**src/rtl/ioc_regs.svh**
```systemverilog
// register indexes, field positions, reset values and timing figures of the orientation interrupt block
`ifndef IOC_REGS_SVH
`define IOC_REGS_SVH

// ----------------------------------------------------------------
// register indexes (byte address is four times the index)
// ----------------------------------------------------------------
`define IOC_IDX_INT_EN 8'h40
`define IOC_IDX_PIN_SETUP 8'h44
`define IOC_IDX_HOLD_LIMIT 8'h45
`define IOC_IDX_ANGLE_SETUP 8'h46
`define IOC_IDX_BLOCK_SETUP 8'h47
`define IOC_IDX_MAG_LO 8'h48
`define IOC_IDX_MAG_HI 8'h49
`define IOC_IDX_SLOPE_LO 8'h4a
`define IOC_IDX_SLOPE_HI 8'h4b
`define IOC_IDX_HYST_LO 8'h4c
`define IOC_IDX_HYST_HI 8'h4d
`define IOC_IDX_STATUS 8'h60
`define IOC_IDX_MASK 8'h61
`define IOC_IDX_ORIENT 8'h62

// ----------------------------------------------------------------
// field positions and masks
// ----------------------------------------------------------------
`define IOC_PIN_PRI_LOW 7
`define IOC_PIN_UNLATCH 6
`define IOC_PIN_SEC_LOW 5
`define IOC_PIN_ANY_READ 4
`define IOC_PIN_SEC_PP 2
`define IOC_PIN_PRI_PP 0
`define IOC_PIN_SETUP_MASK 8'hf5
`define IOC_ANGLE_UPDOWN 6
`define IOC_ANGLE_MASK 8'h7f
`define IOC_BLOCK_MASK 8'h0f
`define IOC_INT_EN_ORIENT 0
`define IOC_STAT_PLANE 0
`define IOC_STAT_UPDOWN 1

// ----------------------------------------------------------------
// reset values
// ----------------------------------------------------------------
`define IOC_RST_PIN_SETUP 8'h05

// ----------------------------------------------------------------
// timing
// ----------------------------------------------------------------
`define IOC_MCLK_HZ 25000000
`define IOC_TICK_HZ 512
`define IOC_STABLE_MS 100
`define IOC_TICK_CYCLES (`IOC_MCLK_HZ / `IOC_TICK_HZ)
`define IOC_STABLE_CYCLES ((`IOC_MCLK_HZ / 1000) * `IOC_STABLE_MS)
`define IOC_TICK_W 16
`define IOC_STAB_W 22

`endif

```
**src/rtl/ioc_pkg.sv**
```systemverilog
// types shared by the orientation interrupt block
`include "ioc_regs.svh"
package ioc_pkg;

    // ----------------------------------------------------------------
    // orientation result
    // ----------------------------------------------------------------
    typedef enum logic [1:0] {
        IOC_PORTRAIT_UP = 2'b00,
        IOC_PORTRAIT_DOWN = 2'b01,
        IOC_LANDSCAPE_LEFT = 2'b10,
        IOC_LANDSCAPE_RIGHT = 2'b11
    } ioc_plane_e;

    typedef struct packed {
        logic face_down;
        ioc_plane_e plane;
    } ioc_orient_s;

    // ----------------------------------------------------------------
    // carriers
    // ----------------------------------------------------------------
    typedef struct packed {
        logic signed [15:0] x;
        logic signed [15:0] y;
        logic signed [15:0] z;
    } ioc_accel_s;

    typedef struct packed {
        logic out;
        logic oe_n;
    } ioc_pin_s;

    // ----------------------------------------------------------------
    // whole block state
    // ----------------------------------------------------------------
    typedef struct packed {
        logic [7:0] int_en;
        logic [7:0] pin_setup;
        logic [7:0] hold_lim;
        logic [7:0] angle_setup;
        logic [7:0] block_setup;
        logic [15:0] mag_lim;
        logic [15:0] slope_lim;
        logic [15:0] hyst;
        logic [1:0] status;
        logic [1:0] mask;
        logic [1:0] rclr;
        ioc_orient_s orient;
        ioc_orient_s cand;
        ioc_accel_s prev;
        logic prev_ok;
        logic [`IOC_STAB_W-1:0] stab_cnt;
        logic [`IOC_TICK_W-1:0] tick_cnt;
        logic [8:0] hold_cnt;
        logic active;
        logic irq;
        ioc_pin_s pri_pin;
        ioc_pin_s sec_pin;
        logic pready;
        logic pslverr;
        logic [31:0] prdata;
    } ioc_state_s;

endpackage

```
**src/rtl/ioc_irq_orient.sv**
```systemverilog
// orientation detector configuration, interrupt status and interrupt pin drive behind an APB slave
// Behaviour
// - primary pin polarity from setup bit 7
// - bit 6 selects unlatched timed or latched
// - secondary pin polarity from setup bit 5
// - bit 4: any read clears flags
// - secondary pin push-pull or open-drain, bit 2
// - primary pin push-pull or open-drain, bit 0
// - unlatched pin ends after limit plus one 512Hz ticks
// - up-down changes interrupt only when enabled
// - six-bit squared tangent angle threshold
// - mode 01: angle or magnitude blocking
// - mode 10: adds slope above limit
// - mode 11: double slope, 100ms stability
// - mode field picks symmetric or asymmetric
// - magnitude limit from two byte registers
// - slope limit from two byte registers
// - hysteresis from two byte registers
// - orientation interrupt needs enable bit 0
//
// The APB register port was left to the implementer.
`timescale 1ns/1ps
module ioc_irq_orient #(
    parameter int TICK_CYCLES = `IOC_TICK_CYCLES,
    parameter int STABLE_CYCLES = `IOC_STABLE_CYCLES
) (
    input wire logic mclk,
    input wire logic resetn,
    input wire logic psel,
    input wire logic penable,
    input wire logic pwrite,
    input wire logic [9:0] paddr,
    input wire logic [31:0] pwdata,
    input wire logic [3:0] pstrb,
    output logic [31:0] prdata,
    output logic pready,
    output logic pslverr,
    input wire logic sample_valid,
    input wire ioc_pkg::ioc_accel_s sample,
    output logic irq,
    output ioc_pkg::ioc_pin_s primary_irq_pin,
    output ioc_pkg::ioc_pin_s secondary_irq_pin
);

    // ----------------------------------------------------------------
    // constants
    // ----------------------------------------------------------------
    localparam logic [`IOC_TICK_W-1:0] TICK_LAST = `IOC_TICK_W'(TICK_CYCLES - 1);
    localparam logic [`IOC_STAB_W-1:0] STABLE_LAST = `IOC_STAB_W'(STABLE_CYCLES - 1);
    localparam ioc_pkg::ioc_state_s ST_RST = '{pin_setup: `IOC_RST_PIN_SETUP, default: '0};

    // all state in one register
    ioc_pkg::ioc_state_s s_r;
    ioc_pkg::ioc_state_s s_nxt;

    // ----------------------------------------------------------------
    // helpers
    // ----------------------------------------------------------------
    // unsigned, so full-scale negative still fits
    function automatic logic [15:0] mag16(input logic signed [15:0] v);
        mag16 = v[15] ? 16'(-v) : 16'(v);
    endfunction

    // extra bit for opposite full-scale readings
    function automatic logic [16:0] dist17(input logic signed [15:0] a, input logic signed [15:0] b);
        logic signed [16:0] d;
        d = 17'(a) - 17'(b);
        dist17 = d[16] ? 17'(-d) : 17'(d);
    endfunction

    // open-drain releases the wire for a high level and pulls it low otherwise
    function automatic ioc_pkg::ioc_pin_s drive(input logic act, input logic low, input logic pp);
        logic lvl;
        ioc_pkg::ioc_pin_s p;
        lvl = act ^ low;
        p.out = pp ? lvl : 1'b0;
        p.oe_n = pp ? 1'b0 : lvl;
        drive = p;
    endfunction

    // ----------------------------------------------------------------
    // orientation detector terms
    // ----------------------------------------------------------------
    logic [15:0] ax, ay, az;
    logic [16:0] bias_x, bias_y;
    logic [17:0] lim_x, lim_y;
    logic [32:0] planar_sq;
    logic [39:0] tilt_lhs, tilt_rhs;
    logic theta_blk, mag_blk, slope_blk, stab_blk, blocked;
    logic [16:0] slope_lim_eff;
    logic landscape;
    ioc_pkg::ioc_orient_s cand_now;

    always_comb begin
        ax = mag16(sample.x);
        ay = mag16(sample.y);
        az = mag16(sample.z);

        // asymmetric modes scale one axis by 1.5
        unique case (s_r.block_setup[1:0])
            2'b01: begin
                bias_x = {1'b0, ax};
                bias_y = 17'({1'b0, ay}) + 17'(ay >> 1);
            end
            2'b10: begin
                bias_x = 17'({1'b0, ax}) + 17'(ax >> 1);
                bias_y = {1'b0, ay};
            end
            default: begin
                bias_x = {1'b0, ax};
                bias_y = {1'b0, ay};
            end
        endcase

        // hysteresis widens only the way out
        lim_x = 18'(bias_x) + 18'(s_r.hyst);
        lim_y = 18'(bias_y) + 18'(s_r.hyst);

        if (s_r.orient.plane[1]) begin
            landscape = !(18'(bias_y) > lim_x);
        end else begin
            landscape = 18'(bias_x) > lim_y;
        end

        cand_now.face_down = sample.z[15];
        if (landscape) begin
            cand_now.plane = sample.x[15] ? ioc_pkg::IOC_LANDSCAPE_RIGHT : ioc_pkg::IOC_LANDSCAPE_LEFT;
        end else begin
            cand_now.plane = sample.y[15] ? ioc_pkg::IOC_PORTRAIT_DOWN : ioc_pkg::IOC_PORTRAIT_UP;
        end

        // near-flat device: the planar part is too small against the vertical one
        planar_sq = 33'(ax * ax) + 33'(ay * ay);
        tilt_lhs = 40'(planar_sq) << 3;
        tilt_rhs = 40'(s_r.angle_setup[5:0]) * 40'(az * az);
        theta_blk = tilt_lhs < tilt_rhs;

        mag_blk = (ax > s_r.mag_lim) || (ay > s_r.mag_lim) || (az > s_r.mag_lim);

        slope_lim_eff = (s_r.block_setup[3:2] == 2'b11) ? {s_r.slope_lim, 1'b0} : {1'b0, s_r.slope_lim};
        slope_blk = s_r.prev_ok && ((dist17(sample.x, s_r.prev.x) > slope_lim_eff)
                    || (dist17(sample.y, s_r.prev.y) > slope_lim_eff)
                    || (dist17(sample.z, s_r.prev.z) > slope_lim_eff));

        stab_blk = (cand_now != s_r.cand) || (s_r.stab_cnt < STABLE_LAST);
        unique case (s_r.block_setup[3:2])
            2'b00: blocked = 1'b0;
            2'b01: blocked = theta_blk || mag_blk;
            2'b10: blocked = theta_blk || slope_blk || mag_blk;
            2'b11: blocked = theta_blk || slope_blk || mag_blk || stab_blk;
        endcase
    end

    // ----------------------------------------------------------------
    // register decode
    // ----------------------------------------------------------------
    // index is byte address over four
    logic [7:0] idx;
    logic mapped, setup_ph, access_ph, wr_lo;
    logic [7:0] rd_byte, wb;
    logic [1:0] stat_set, stat_clr;
    logic plane_chg, updown_chg, new_evt, pend, tick;

    always_comb begin
        idx = paddr[9:2];
        setup_ph = psel && !penable;
        access_ph = psel && penable && s_r.pready;
        wr_lo = access_ph && pwrite && pstrb[0] && !s_r.pslverr;
        wb = pwdata[7:0];

        mapped = 1'b1;

        unique case (idx)
            `IOC_IDX_INT_EN: rd_byte = s_r.int_en;
            `IOC_IDX_PIN_SETUP: rd_byte = s_r.pin_setup;
            `IOC_IDX_HOLD_LIMIT: rd_byte = s_r.hold_lim;
            `IOC_IDX_ANGLE_SETUP: rd_byte = s_r.angle_setup;
            `IOC_IDX_BLOCK_SETUP: rd_byte = s_r.block_setup;
            `IOC_IDX_MAG_LO: rd_byte = s_r.mag_lim[7:0];
            `IOC_IDX_MAG_HI: rd_byte = s_r.mag_lim[15:8];
            `IOC_IDX_SLOPE_LO: rd_byte = s_r.slope_lim[7:0];
            `IOC_IDX_SLOPE_HI: rd_byte = s_r.slope_lim[15:8];
            `IOC_IDX_HYST_LO: rd_byte = s_r.hyst[7:0];
            `IOC_IDX_HYST_HI: rd_byte = s_r.hyst[15:8];
            `IOC_IDX_STATUS: rd_byte = {6'h00, s_r.status};
            `IOC_IDX_MASK: rd_byte = {6'h00, s_r.mask};
            `IOC_IDX_ORIENT: rd_byte = {5'h00, s_r.orient};
            default: begin
                rd_byte = 8'h00;
                mapped = 1'b0;
            end
        endcase

        if (paddr[1:0] != 2'b00) begin
            mapped = 1'b0;
        end
    end

    // ----------------------------------------------------------------
    // next state
    // ----------------------------------------------------------------
    always_comb begin
        s_nxt = s_r;
        stat_set = 2'b00;
        stat_clr = 2'b00;
        plane_chg = 1'b0;
        updown_chg = 1'b0;

        // apb: no wait state, ready and data registered in the setup cycle so the answer comes from flip-flops
        s_nxt.pready = setup_ph;

        if (setup_ph) begin
            s_nxt.pslverr = !mapped;
            s_nxt.prdata = (!pwrite && mapped) ? {24'h000000, rd_byte} : 32'h00000000;
            // only flags already visible to this read may be cleared by it
            if (!pwrite && mapped && (s_r.pin_setup[`IOC_PIN_ANY_READ] || idx == `IOC_IDX_STATUS)) begin
                s_nxt.rclr = s_r.status;
            end else begin
                s_nxt.rclr = 2'b00;
            end
        end

        // read clears land with the data
        if (access_ph && !pwrite && !s_r.pin_setup[`IOC_PIN_UNLATCH]) begin
            stat_clr = s_r.rclr;
        end else if (access_ph && !pwrite && s_r.pin_setup[`IOC_PIN_ANY_READ]) begin
            stat_clr = s_r.rclr;
        end

        // low lane strobe off: answered, ignored
        if (wr_lo) begin
            unique case (idx)
                `IOC_IDX_INT_EN: s_nxt.int_en = wb;
                `IOC_IDX_PIN_SETUP: s_nxt.pin_setup = wb & `IOC_PIN_SETUP_MASK;
                `IOC_IDX_HOLD_LIMIT: s_nxt.hold_lim = wb;
                `IOC_IDX_ANGLE_SETUP: s_nxt.angle_setup = wb & `IOC_ANGLE_MASK;
                `IOC_IDX_BLOCK_SETUP: s_nxt.block_setup = wb & `IOC_BLOCK_MASK;
                `IOC_IDX_MAG_LO: s_nxt.mag_lim[7:0] = wb;
                `IOC_IDX_MAG_HI: s_nxt.mag_lim[15:8] = wb;
                `IOC_IDX_SLOPE_LO: s_nxt.slope_lim[7:0] = wb;
                `IOC_IDX_SLOPE_HI: s_nxt.slope_lim[15:8] = wb;
                `IOC_IDX_HYST_LO: s_nxt.hyst[7:0] = wb;
                `IOC_IDX_HYST_HI: s_nxt.hyst[15:8] = wb;
                `IOC_IDX_STATUS: stat_clr = stat_clr | wb[1:0];
                `IOC_IDX_MASK: s_nxt.mask = wb[1:0];
                default: ;
            endcase
        end

        // stability timer runs on mclk, restarted whenever the candidate moves
        if (s_r.stab_cnt != STABLE_LAST) begin
            s_nxt.stab_cnt = s_r.stab_cnt + `IOC_STAB_W'(1);
        end

        // prev kept even when blocked
        if (sample_valid) begin
            s_nxt.prev = sample;
            s_nxt.prev_ok = 1'b1;
            s_nxt.cand = cand_now;
            if (cand_now != s_r.cand) begin
                s_nxt.stab_cnt = '0;
            end

            if (!blocked) begin
                s_nxt.orient = cand_now;
                plane_chg = cand_now.plane != s_r.orient.plane;
                updown_chg = (cand_now.face_down != s_r.orient.face_down)
                             && s_r.angle_setup[`IOC_ANGLE_UPDOWN];
            end
        end

        // disabled detector still tracks
        if (s_r.int_en[`IOC_INT_EN_ORIENT]) begin
            stat_set[`IOC_STAT_PLANE] = plane_chg;
            stat_set[`IOC_STAT_UPDOWN] = updown_chg;
        end

        // a flag set in the clearing cycle survives
        s_nxt.status = (s_r.status & ~stat_clr) | stat_set;

        // only a new unmasked flag restarts a pulse
        new_evt = |(stat_set & s_r.mask);
        pend = |(s_nxt.status & s_r.mask);
        s_nxt.irq = pend;

        // pin activity: latched follows the flags, unlatched is a timed pulse
        tick = s_r.tick_cnt == TICK_LAST;

        // one tick beyond the limit before release
        if (!s_r.pin_setup[`IOC_PIN_UNLATCH]) begin
            s_nxt.active = pend;
            s_nxt.hold_cnt = '0;
            s_nxt.tick_cnt = '0;
        end else if (new_evt) begin
            s_nxt.active = 1'b1;
            s_nxt.hold_cnt = '0;
            s_nxt.tick_cnt = '0;
        end else if (s_r.active) begin
            s_nxt.tick_cnt = tick ? '0 : s_r.tick_cnt + `IOC_TICK_W'(1);
            if (tick) begin
                s_nxt.hold_cnt = s_r.hold_cnt + 9'h001;
            end
            if (s_r.hold_cnt > {1'b0, s_r.hold_lim}) begin
                s_nxt.active = 1'b0;
                s_nxt.tick_cnt = '0;
            end
        end


        // pins follow next state, in step with irq
        s_nxt.pri_pin = drive(s_nxt.active, s_nxt.pin_setup[`IOC_PIN_PRI_LOW],
                              s_nxt.pin_setup[`IOC_PIN_PRI_PP]);
        s_nxt.sec_pin = drive(s_nxt.active, s_nxt.pin_setup[`IOC_PIN_SEC_LOW],
                              s_nxt.pin_setup[`IOC_PIN_SEC_PP]);
    end

    // ----------------------------------------------------------------
    // state register
    // ----------------------------------------------------------------
    always_ff @(posedge mclk or negedge resetn) begin
        if (!resetn) begin
            s_r <= ST_RST;
        end else begin
            s_r <= s_nxt;
        end
    end

    // ----------------------------------------------------------------
    // outputs
    // ----------------------------------------------------------------
    // outputs straight from flops
    assign prdata = s_r.prdata;
    assign pready = s_r.pready;
    assign pslverr = s_r.pslverr;
    assign irq = s_r.irq;
    assign primary_irq_pin = s_r.pri_pin;
    assign secondary_irq_pin = s_r.sec_pin;

endmodule // ioc_irq_orient

```
**config.mk**
```make
export PLATFORM = sky130hd
export DESIGN_NAME = ioc_irq_orient
export DESIGN_NICKNAME = d
export VERILOG_FILES = /design/src/rtl/ioc_pkg.sv /design/src/rtl/ioc_irq_orient.sv
export VERILOG_INCLUDE_DIRS = /design/src /design/src/rtl
export SDC_FILE = /design/constraint.sdc
export NUM_CORES = 2
export LEC_CHECK = 0
export ABC_AREA = 1
export BUFFER_PORTS_ARGS = -buffer_cell sky130_fd_sc_hd__clkbuf_2
export CORE_AREA = 2 2 409 411
export CTS_CLUSTER_DIAMETER = 200
export DETAILED_ROUTE_END_ITERATION = 7
export DIE_AREA = 0 0 411 413
export PLACE_DENSITY_LB_ADDON = 0.2
export SYNTH_ARGS = -nofsm -noshare
export SYNTH_HDL_FRONTEND = slang
export SYNTH_SLANG_ARGS = --single-unit
```
**constraint.sdc**
```tcl
create_clock -name mclk -period 6.4 [get_ports mclk]
set_input_delay 0.64 -clock mclk [delete_from_list [all_inputs] [get_ports mclk]]
set_output_delay 0.64 -clock mclk [all_outputs]
set_load 0.01 [all_outputs]
```
=== Yosys cells after proc, flatten, opt, wreduce, memory -nomap -nowiden ===
Index checks and enable logic that the tools add are counted.

* Flip-flop bits (word level): 229
* Word-level logic and storage cells: 203
* Input bits: 100
* Output and inout bits: 39

* $lt $le $gt $ge: 11
* Bitwise gates (word level): 9
* Muxes and demuxes: 53
* Equality and inequality tests: 26
* $mul: 4
* Add/subtract/negate cells: 17
* Reduce and logical (&&, ||, !) cells: 48

{| class="wikitable"
|+ Operators with widths
! kind !! count
|-
| $eq A8 B7 Y1 const B || 14
|-
| $pmux W8 S14 || 1
|-
| $mux W17 || 6
|-
| $mul A16 B16 Y32 || 3
|-
| $mux W16 || 5
|-
| $mux W80 || 1
|-
| $mux W26 || 3
|-
| $mux W8 || 9
|-
| $mux W22 || 3
|-
| $gt A17 B17 Y1 || 3
|-
| $neg A17 Y17 || 3
|-
| $sub A16 B16 Y17 || 3
|-
| $gt A16 B16 Y1 || 3
|-
| $neg A16 Y16 || 3
|-
| $lt A36 B38 Y1 || 1
|-
| $mul A6 B32 Y38 || 1
|-
| $add A17 B16 Y18 || 2
|-
| $gt A17 B18 Y1 || 2
|-
| $add A16 B15 Y17 || 2
|-
| $add A32 B32 Y33 || 1
|-
| $reduce_and A2 Y1 || 14
|-
| $add A22 B1 Y22 const B || 1
|-
| $lt A22 B22 Y1 const B || 1
|-
| $ne A22 B22 Y1 const B || 1
|-
| 29 further kinds || 82
|}

=== Logic depth before layout (Yosys ltp) ===
* Depth after elaboration: 22
* Gate-level depth with buffers: 77
* Mapped depth without buffers: 75

=== Worst setup path after synthesis ===
OpenSTA, ideal clock, no wires.

* Kind: in2reg
* From: input port sample[0] (netlist name)
* To: register s_r[40] (netlist name)
* Stages on the path: 71
* Data required time: 6281 ps
* Setup slack: -6042 ps
* Data arrival time: 12323 ps
* Setup time: 119 ps
* Path through: clkbuf_1 > inv_1 > clkbuf_1 > ha_1 > inv_1 > nor3_1 > nand2_1 > nor2_1 > nor2_1 > nor2_1 > inv_1 > o21ai_0 > nand2_1 > nand2_1 > clkinv_1 > nor2_1 > inv_1 > fa_1 > (+35 left out) > nand4_1 > nor3_1 > nand2_1 > nand2_1 > nand2_1 > nand2_1 > nand2_1 > nand2_1 > nand4_1 > nor2_1 > nand3_2 > nand2_4 > nand4_4 > nor2_4 > nor2_8 > inv_8 > nor2_2 > o21a_1

* Word-level cells in the longest chain between the ends: 17
* Elaborated cells on any way between the ends: 30

{| class="wikitable"
|+ RTL lines
! element !! RTL line !! text
|-
| start, declared || ioc_irq_orient.sv:39 || <nowiki>input wire ioc_pkg::ioc_accel_s sample,</nowiki>
|-
| branches (longest 9 deep; another with $mul A6 B32 Y38) || n/a ||
|-
| $pmux W1 S4 * || ioc_irq_orient.sv:146 || <nowiki>unique case (s_r.block_setup[3:2])</nowiki>
|-
| $mux W1 || ioc_irq_orient.sv:264 || <nowiki>if (!blocked) begin</nowiki>
|-
| $mux W1 || ioc_irq_orient.sv:256 || <nowiki>if (sample_valid) begin</nowiki>
|-
| $mux W2 * || ioc_irq_orient.sv:273 || <nowiki>if (s_r.int_en[`IOC_INT_EN_ORIENT]) begin</nowiki>
|-
| $and A2 B2 Y2 * || ioc_irq_orient.sv:282 || <nowiki>new_evt = |(stat_set & s_r.mask);</nowiki>
|-
| $reduce_or A2 Y1 * || ioc_irq_orient.sv:282 ||
|-
| $ne A3 B1 Y1 (no line), or another cell as far along || n/a ||
|-
| $reduce_and A2 Y1 (no line) or $mux W26 (tied branches) || n/a ||
|-
| end signal, assigned || ioc_irq_orient.sv:324 || <nowiki>s_r <= s_nxt;</nowiki>
|-
| end, declared || ioc_irq_orient.sv:53 || <nowiki>ioc_pkg::ioc_state_s s_r;</nowiki>
|}

Every way passes the cells marked *.
A chain may end at the register's enable or synchronous reset.

=== Worst setup path after layout ===
Same ends and word-level chain as after synthesis.

==> out/metrics.yaml <==
die_x_um: 411
synth-async-reset-ratio_pct: 100
setup_violations: 58
maxSlewHeadroom_pct: 37.9
period_share_pct: 178
clock_latency_ns: 0.58
ys_ff_latch: 204
htreeDepth: 1
nFillCells: 17400
numCtsBuffers: 23
dp_hpwl_um: 135000
cts_tree: "done"
wl_per_cell_um: 16.4
path_class: "input pin to register"
core_um2: 166000
antenna_found_initial: 6
status: "finished with violations"
dp.cells: 9380
synth_edf_count: 0
skew_ns: 0.0404
initialDrtViolationCount: 2511
numPortBuffers: 87
nNetsFinal: 8696
rsz0062_at_grt: "true"
cp_common_cell: "fa_1"
critPathTopFamily: "adder cells"
ys_seq_area_share_pct: 10.7
vias: 42500
worst_pin_slew_ns: 0.922
fp.dieArea_um2: 170000
netlist_area_um2: 47600
num_rows: 150
grt_util_all_layers_pct: 18.7
synth_top_cell_by_area: "fa_1"
path_max_fanout: 8
io_pins: 139
slew_violations: 0
cpPeakStageDelay_ns: 0.54
path_clk_slew_ns: 0.07
clockRootBuffer: "clkbuf_16"
netlist_instances: 6054
startpoint_type: "input pin"
yosysUniqueCellTypes: 76
required_ns: 6.84
cts_sinks: 204
cts_buffer_depth: 3
initial_core_util_pct: 28.7
synth_area_leaders: "fa_1 28%, ha_1 17%, inv_1 11%"
yosys.area.top_type_share_pct: 28.4
antenna_left: 0
finalNonFillerCells: 9504
setup_ws_ns: -4.98
wl_um: 156000
grt_overflow_total: 0
min_path_type: "input pin to asynchronous set/reset pin"
synth-main-ff-cell: "dfrtp_1"
failed_checks: "negative setup slack"
fin_crit_ns: 11.38
worst-path-buf-inv: 19
hold_violations: 0
viasPerCell: 4.47
area_growth_pct: 31.4
cts_hold_buf: 0
drcViolationCount: 0
slowest_stage: "fa_1"
arrival_ns: 11.82
fmax_mhz: 87.9
gp_congestion: 0.880
grt_pass1_vias: 44700
grt_pass1_wl_um: 249000
die_h_um: 413
grt_max_degree: 85
crit_path_end_kind: "register"
yosys_warnings: 0
layout-drive-gt1-share_pct: 24.4
pre_cts_ws_ns: -6.16
syn_avg_cell_area_um2: 7.86
drtPass1Iterations: 5
drv_cap: 0
final cells by class:
type	instances	area, um2	area share [%]
sequential	204	5110	8.17
clock buffer	29	648	1.04
clock inverter	13	196	0.314
tap	2204	2760	4.41
antenna	1	2.50	0.00400
inverter	1427	5410	8.65
multi-input combinational	4357	38600	61.8
timing repair buffer	1269	9760	15.6
Yosys cell counts, types with 11 or more instances:
library cell	n
or2_2	26
clkbuf_1	77
nor2_1	537
ha_1	639
o21ai_1	27
xor2_1	165
nor4_1	15
a21o_1	14
buf_4	37
nor3_1	61
inv_1	1396
nand2_1	998
fa_1	675
o21bai_1	24
nand2_2	15
o31ai_1	13
xnor2_1	91
nand4_1	48
o21ai_2	18
dfrtp_1	202
a31oi_1	19
clkinv_1	22
o211ai_1	11
nand3_1	124
a21oi_1	280
a211oi_1	12
nand3b_1	22
o21ai_0	324
per-stage QoR:
step	cell area, um2	util [%]	setup TNS, ns	hold WS [ns]
after floorplan	48100	-	-183.61	0.344
after global placement	59100	35.6	-260.99	0.451
after detailed placement	59100	35.6	-262.94	0.456
after CTS	61600	37.1	-183.37	0.119
after global routing	62500	37.7	-217.24	0.155
final	62500	37.7	-188.20	0.114
flip-flops by register name, indices dropped and copies added (netlist names):
signal and cells:
secondary_irq_pin 2, irq 1, pready 1, primary_irq_pin 2
prdata 8, s_r 189, pslverr 1
layer usage:
metal	vias up	part of all wire (%)	global-route usage (%)
met5	-	0.0077	0
met4	2	2.0	3.15
met3	121	3.3	1.41
met2	603	47	32.1
met1	20700	47	25.9
li1	21100	-	-
cell families (layout without fill, tap and decap cells):
| family | count (synthesis) | in the layout | synth area share [%] |
|---|---|---|---|
| adders and majority gates | 1314 | 1314 | 45.2 |
| other | 2 | 61 | 0.0158 |
| and+or+nand+nor | 1902 | 1902 | 16.9 |
| muxes | 1 | 1 | 0.0210 |
| AOI/OAI and AO/OA | 823 | 823 | 9.84 |
| xor gates and xnor gates | 257 | 257 | 4.75 |
| buffers and inverters | 1551 | 2738 | 12.6 |
| DFF | 204 | 204 | 10.7 |
repair_timing:
item                                   4_1_cts  5_1_grt
cloned                                       3        0
endpoints found under the hold margin        0        0
pin swaps                                  154      111
gates resized for setup                    267      199
setup endpoints to repair                   60       60
buffers inserted                            58       21
cell usage in the layout, fill, tap and decap left out, drive strengths merged, types with 25 or more instances in the layout:
cell type	netlist	layout
a21oi	290	290
buf	47	1187
clkbuf	77	111
clkinv	22	26
conb	2	60
dfrtp	202	202
fa	675	675
ha	639	639
inv	1405	1407
nand2	1020	1020
nand3	135	135
nand4	51	51
nor2	549	549
nor3	63	63
o21ai	370	370
o21bai	25	25
or2	27	27
xnor2	91	91
xor2	166	166
worst paths after layout:
| check | start | to | slack, ns | cells after the start |
|---|---|---|---|---|
| worst max-delay path | sample[0] | s_r[40] | -4.98 | 66 |
| max in group asynchronous | resetn | s_r[186] | 4.87 | 2 |
| worst max register to register | s_r[204] | s_r[40] | -0.42 | 42 |
| worst min-delay path | resetn | s_r[224] | 0.11 | 1 |
| min in group mclk | penable | pready | 0.30 | 2 |
| worst min register to register | s_r[87] | s_r[87] | 0.47 | 1 |
Power is not shown: default switching activity piles up to over one toggle a cycle in this logic, so the estimate is an artifact.
